$ cat src/jk_pair_pkg.sv
// shared types and constants for the dual jk storage block
`default_nettype none
package jk_pair_pkg;

    // number of synchroniser flip-flops every pin passes; set and reset requests are read one history stage later
    localparam int unsigned SYNC_STAGES = 2;

    // stored state after sys_rst
    localparam logic RST_STATE = 1'b0;

    // pin group of one element, as seen from the board
    typedef struct packed {
        logic falling_edge_clock;
        logic set_req;
        logic reset_req;
        logic direct_preset_n;
        logic direct_clear_n;
    } pins_s;

    // output pair of one element
    typedef struct packed {
        logic q;
        logic q_n;
    } outs_s;

    // value of a quiet pin group: clock high, both direct inputs inactive
    localparam pins_s PINS_IDLE = '{
        falling_edge_clock: 1'b1,
        set_req:            1'b0,
        reset_req:          1'b0,
        direct_preset_n:    1'b1,
        direct_clear_n:     1'b1
    };

endpackage
`default_nettype wire

$ cat src/jk_element.sv
// one jk storage element with falling-edge clock and direct preset/clear
`default_nettype none
module jk_element (
    // system
    input  wire logic              clk_sys,
    input  wire logic              sys_rst,
    // board pins
    input  wire jk_pair_pkg::pins_s pins,
    // outputs
    output var  jk_pair_pkg::outs_s outs
);

    jk_pair_pkg::pins_s sync1_q, sync1_d;
    jk_pair_pkg::pins_s sync2_q, sync2_d;
    jk_pair_pkg::pins_s prev_q,  prev_d;
    logic               state_q, state_d;
    jk_pair_pkg::outs_s outs_q,  outs_d;
    logic               fall_edge;
    logic               pre_on;
    logic               clr_on;

    // two-stage synchroniser plus one history stage; sync2 and the history stage prev feed logic
    always_comb begin
        sync1_d = pins;
        sync2_d = sync1_q;
        prev_d  = sync2_q;
    end

    always_ff @(posedge clk_sys) begin
        if (sys_rst) begin
            sync1_q <= jk_pair_pkg::PINS_IDLE;
            sync2_q <= jk_pair_pkg::PINS_IDLE;
            prev_q  <= jk_pair_pkg::PINS_IDLE;
        end else begin
            sync1_q <= sync1_d;
            sync2_q <= sync2_d;
            prev_q  <= prev_d;
        end
    end

    // high-to-low of the synchronised clock pin; rising edges are ignored
    assign fall_edge = prev_q.falling_edge_clock & ~sync2_q.falling_edge_clock;
    assign pre_on    = ~sync2_q.direct_preset_n;
    assign clr_on    = ~sync2_q.direct_clear_n;

    // next state; requests taken from the sample before the edge, so a
    // request moving together with the clock pin cannot race it
    always_comb begin
        state_d = state_q;
        if (pre_on) begin
            state_d = 1'b1;
        end else if (clr_on) begin
            state_d = 1'b0;
        end else if (fall_edge) begin
            unique case ({prev_q.set_req, prev_q.reset_req})
                2'b00: state_d = state_q;
                2'b01: state_d = 1'b0;
                2'b10: state_d = 1'b1;
                2'b11: state_d = ~state_q;
            endcase
        end
        // both direct inputs low drive both outputs high
        outs_d.q   = state_d | pre_on;
        outs_d.q_n = ~state_d | clr_on;
    end

    always_ff @(posedge clk_sys) begin
        if (sys_rst) begin
            state_q <= jk_pair_pkg::RST_STATE;
            outs_q  <= '{q: jk_pair_pkg::RST_STATE, q_n: ~jk_pair_pkg::RST_STATE};
        end else begin
            state_q <= state_d;
            outs_q  <= outs_d;
        end
    end

    assign outs = outs_q;

    // checks
    logic quiet;
    assign quiet = ~pre_on & ~clr_on;

    toggle_edge_a: assert property (@(posedge clk_sys) disable iff (sys_rst)
        fall_edge && quiet && prev_q.set_req && prev_q.reset_req
        |=> outs.q == !$past(outs.q))
        else $error("toggle did not invert state");

    hold_edge_a: assert property (@(posedge clk_sys) disable iff (sys_rst)
        fall_edge && quiet && !prev_q.set_req && !prev_q.reset_req
        ##1 !outs.q_n == outs.q |-> $stable(outs.q))
        else $error("hold changed state");

    set_edge_a: assert property (@(posedge clk_sys) disable iff (sys_rst)
        fall_edge && quiet && prev_q.set_req && !prev_q.reset_req
        |=> outs.q && !outs.q_n)
        else $error("set request not taken");

    reset_edge_a: assert property (@(posedge clk_sys) disable iff (sys_rst)
        fall_edge && quiet && !prev_q.set_req && prev_q.reset_req
        |=> !outs.q && outs.q_n)
        else $error("reset request not taken");

    no_edge_hold_a: assert property (@(posedge clk_sys) disable iff (sys_rst)
        !fall_edge && quiet && outs.q != outs.q_n |=> $stable(outs.q))
        else $error("state changed without falling edge");

    preset_pin_a: assert property (@(posedge clk_sys) disable iff (sys_rst)
        (!pins.direct_preset_n && pins.direct_clear_n) [*3] |=> outs.q && !outs.q_n)
        else $error("preset pin did not force q high");

    clear_pin_a: assert property (@(posedge clk_sys) disable iff (sys_rst)
        (pins.direct_preset_n && !pins.direct_clear_n) [*3] |=> !outs.q && outs.q_n)
        else $error("clear pin did not force complement high");

    both_low_a: assert property (@(posedge clk_sys) disable iff (sys_rst)
        pre_on && clr_on |=> outs.q && outs.q_n)
        else $error("both direct inputs low did not drive both high");

    complement_pair_a: assert property (@(posedge clk_sys) disable iff (sys_rst)
        !(pre_on && clr_on) |=> outs.q_n == !outs.q)
        else $error("complement output not inverse of q");

    toggle_seen_c: cover property (@(posedge clk_sys) disable iff (sys_rst)
        fall_edge && quiet && prev_q.set_req && prev_q.reset_req);
    preset_seen_c: cover property (@(posedge clk_sys) disable iff (sys_rst)
        pre_on && !clr_on ##1 quiet);
    both_low_seen_c: cover property (@(posedge clk_sys) disable iff (sys_rst)
        pre_on && clr_on);

endmodule
`default_nettype wire

$ cat src/jk_pair.sv
// top: two independent jk storage elements sampled on one system clock
// Operation
// - two separate elements, no interaction between them
// - update only on clock pin falling edge
// - use request levels sampled before the edge
// - hold, clear, set or toggle per requests
// - direct inputs force outputs, block clocked updates
// - direct inputs act regardless of clock pin
// - both direct inputs low: both outputs high
`default_nettype none
module jk_pair (
    // system
    input  wire logic clk_sys,
    input  wire logic sys_rst,
    // element one pins
    input  wire logic falling_edge_clock_1,
    input  wire logic set_req_1,
    input  wire logic reset_req_1,
    input  wire logic direct_preset_n_1,
    input  wire logic direct_clear_n_1,
    // element two pins
    input  wire logic falling_edge_clock_2,
    input  wire logic set_req_2,
    input  wire logic reset_req_2,
    input  wire logic direct_preset_n_2,
    input  wire logic direct_clear_n_2,
    // outputs
    output logic      q_1,
    output logic      q_n_1,
    output logic      q_2,
    output logic      q_n_2
);

    jk_pair_pkg::pins_s pins_1, pins_2;
    jk_pair_pkg::outs_s outs_1, outs_2;

    // group pins per element; requests are assumed stable near edges
    // as the board guarantees, so one sample per edge suffices
    assign pins_1 = '{falling_edge_clock_1, set_req_1, reset_req_1,
                      direct_preset_n_1, direct_clear_n_1};
    assign pins_2 = '{falling_edge_clock_2, set_req_2, reset_req_2,
                      direct_preset_n_2, direct_clear_n_2};

    // each element owns its pins and state; nothing is shared but clk_sys and sys_rst
    jk_element elem_1 (
        .clk_sys (clk_sys),
        .sys_rst (sys_rst),
        .pins    (pins_1),
        .outs    (outs_1)
    );

    jk_element elem_2 (
        .clk_sys (clk_sys),
        .sys_rst (sys_rst),
        .pins    (pins_2),
        .outs    (outs_2)
    );

    assign q_1   = outs_1.q;
    assign q_n_1 = outs_1.q_n;
    assign q_2   = outs_2.q;
    assign q_n_2 = outs_2.q_n;

endmodule
`default_nettype wire

$ cat config.mk
export PLATFORM = sky130hd
export DESIGN_NAME = jk_pair
export DESIGN_NICKNAME = d
export VERILOG_FILES = /design/src/jk_pair_pkg.sv /design/src/jk_element.sv /design/src/jk_pair.sv
export SDC_FILE = /design/constraint.sdc
export NUM_CORES = 1
export LEC_CHECK = 0
export BUFFER_PORTS_ARGS = -buffer_cell sky130_fd_sc_hd__buf_2
export CAP_MARGIN = 20
export CORE_ASPECT_RATIO = 1.25
export CORE_MARGIN = 2
export CORE_UTILIZATION = 46
export CTS_BUF_LIST = sky130_fd_sc_hd__clkbuf_8 sky130_fd_sc_hd__clkbuf_16
export DETAILED_ROUTE_END_ITERATION = 12
export PLACE_DENSITY_LB_ADDON = 0.1
export SKIP_LAST_GASP = 1
export SYNTH_ARGS = -nofsm -noshare
export SYNTH_HDL_FRONTEND = slang
export SYNTH_HIERARCHICAL = 1
export SYNTH_SLANG_ARGS = --single-unit
export TNS_END_PERCENT = 20
$ cat constraint.sdc
create_clock -name clk_sys -period 1.21 [get_ports clk_sys]
set_input_delay 0 -clock clk_sys [delete_from_list [all_inputs] [get_ports clk_sys]]
set_output_delay 0 -clock clk_sys [all_outputs]
set_load 0.02 [all_outputs]
==> flow_summary.yaml <==
clock_tree:
  insertion_delay_ps: 270
  clk_pin_slew_ps: 60
  cts_buffers: 5
  htreeDepth: 2
  root_buffer: "clkbuf_8"
  clk_path_buf_depth: 2
  tritoncts: "done"
  cts_num_sinks: 30
  cts_setup_buffers: 0
synth:
  syn_area_um2: 888
  syn-instance-count: 74
  yosysWarningCount: 6
  synth.ff_latch_count: 30
  yosysUniqueCellTypes: 11
  synth_nets: 86
  syn_avg_cell_area_um2: 12.0
  synth_seq_area_share_pct: 67.6
finish:
  antennaDiodeCount: 0
  layout_common_cells: "dfxtp_1, or2_1, buf_2"
  final_layout_size_suffix_gt1_share_pct: 26.9
  final_common_cell: "dfxtp_1"
  areaGrowthSynthToFinish_pct: 31.4
  fillers: 138
  nNetsFinal: 115
worst_setup_path:
  crit_path_end_kind: "flip-flop"
  rr_worst_depth: 3
  critPathSlowestCell: "dfxtp_2"
  rrSetupSlack_ps: 20
  cpLargestDelayFamily: "simple AND/OR/NAND/NOR gates"
  arrival_ps: 1350
  critPathKind: "reg2reg"
  crit_fanout: 3
  start_kind: "flip-flop"
  r2r_start: "elem_1/state_q$_SDFF_PP0_"
  rr_endpoint: "elem_1/outs[0]$_SDFF_PP1_"
  startpoint: "elem_1/state_q$_SDFF_PP0_"
  slowest_delay_ps: 330
  cp_cell_sequence: "and2b_2 > a221o_1 > or2_1"
  cp_num_buf_inv: 0
  required_ps: 1370
routing:
  postRouteAntennaNets: 0
  drc: 0
  drt_iter0_drc: 3
  drtPass1Iterations: 3
  vias: 543
  wl_per_cell_um: 8.83
  vias_per_cell: 4.41
  wirelength_um: 1090
placed_design:
  gp_congestion: 0.665
  dp_worst_setup_slack_ps: 22.5
  io_buffer_count: 15
floorplanning:
  core_area_um2: 1790
  initial_core_util_pct: 49.7
  die_w_um: 43.3
  rows: 17
  io_pins: 16
  die_y_um: 53.1
  die_area_um2: 2300
timing:
  whs_ps: 35.0
  worst_slew_margin_rel_pct: 86.9
  skew_ps: 7.78
  setup_viol: 0
  timing.final.ws_setup_ps: 25.0
  fmax_ghz: 0.844
  finalCritPeriodShare_pct: 97.9
  finalCriticalPeriod_ps: 1190
  finalHoldViolations: 0
  worstMarginPinSlew_ps: 197
  rsz0062_at_grt: "yes"
  slew_viol_final: 0
min_path:
  hp-start: "sys_rst"
  holdPathEnd: "elem_2/prev_q[2]$_SDFF_PP0_"
  whs_path_depth: 2
  hold_path.class: "in2reg"
power:
  intPower_w: 0.00155
  seqPwrFrac_pct: 54.0
  swShare_pct: 19.9
  peakVddDrop_mv: 1.32
  pwr-share-clk_pct: 40.5
  p_comb_share_pct: 5.6
  p_per_area_nw_per_um2: 1660
  leakagePower_nw: 0.502
  p_sw_w: 0.000386
global_routing:
  grt_pass1_vias: 489
  grt_overflow: 0
  track_usage_pct: 12.2
  grt_max_degree: 16
  grt_pass1_wl_um: 1840
  antenna_found_initial: 0
outcome:
  status: "completed"
job:
  max_cap_viol_count: 0
-- cell type report --
type                    instances  area, um2  area share (%)
multi-input cells              38        258            22.1
inverters                       2       7.51           0.643
well taps                      19       23.8            2.04
clock buffers                   6       82.6            7.07
clock inverters                 2       8.76           0.750
flip-flops and latches         30        604            51.8
repair buffers                 26        183            15.6
-- logic make-up (layout without fill, tap and decap cells) --
| family | after synthesis | in the layout | share of synthesized area [%] |
|---|---|---|---|
| flops | 30 | 30 | 67.6 |
| compound gates | 4 | 4 | 3.38 |
| simple gates | 34 | 34 | 25.6 |
| buf+inv | 6 | 36 | 3.38 |
-- power by group through the flow --
stage | registers (W) | clock network (W) | logic, W
after CTS | 0.00104 | 0.000808 | 0.000110
after global placement | 0.00106 | 0 | 0.0000830
after global routing | 0.00105 | 0.000845 | 0.000121
after detailed placement | 0.00107 | 0 | 0.0000851
final | 0.00104 | 0.000783 | 0.000108
after floorplan | 0.00107 | 0 | 0.0000526
-- routing by layer --
| layer | vias up | global-route usage (%) | wire (um) |
|---|---|---|---|
| li1 | 288 | - | - |
| met1 | 233 | 11.1 | 484 |
| met2 | 17 | 17.4 | 467 |
| met3 | 5 | 8.19 | 81 |
| met4 | 0 | 12.1 | 53 |
| met5 | - | 0 | 0 |
-- repair_timing --
action | 4_1_cts | 5_1_grt
hold buffers | 10 | 0
setup endpoints to repair | 0 | 2
resized for setup | 0 | 3
hold endpoints to repair | 10 | 0
-- worst max-delay path by stage --
stage	endpoint	cells after the start	slack [ps]
5_1_grt	elem_1/outs[0]$_SDFF_PP1_	3	-30
3_5_place_dp	elem_1/outs[0]$_SDFF_PP1_	3	20
4_1_cts	elem_1/outs[0]$_SDFF_PP1_	3	10
3_3_place_gp	elem_2/outs[0]$_SDFF_PP1_	3	50
6_report	elem_1/outs[0]$_SDFF_PP1_	3	20
2_1_floorplan	elem_1/outs[0]$_SDFF_PP1_	3	70
-- state kept, by name, indices dropped and copies added, names as in the netlist --
name,count
elem_2/prev_q,3
elem_2/outs,1
elem_1/state_q,1
elem_2/sync1_q,5
elem_2/state_q,1
elem_2/prev_d,5
elem_1/sync1_q,5
elem_1/prev_q,3
elem_1/prev_d,5
elem_1/outs,1
-- per-stage QoR --
step | utilization [%] | power [W] | instance area [um2] | instances | TNS [ps]
after floorplan | - | 0.00112 | 888 | 74 | 0
after global placement | 54.4 | 0.00115 | 972 | 105 | 0
after detailed placement | 54.4 | 0.00115 | 972 | 105 | 0
after CTS | 65.1 | 0.00196 | 1160 | 123 | 0
after global routing | 65.3 | 0.00201 | 1170 | 123 | -54.2
final | 65.3 | 0.00193 | 1170 | 123 | 0
-- synthesized netlist by cell type --
master,count,share of area (%)
dfxtp_1,30,68
or2_1,16,11
nor2b_1,12,8.5
a21oi_1,2,1.1
a221o_1,2,2.3
and2b_2,2,2.0
and4b_1,2,2.3
buf_4,2,1.7
clkbuf_1,2,0.85
inv_1,2,0.85
nand3b_1,2,1.7
Power figures use the tool's default switching activity.
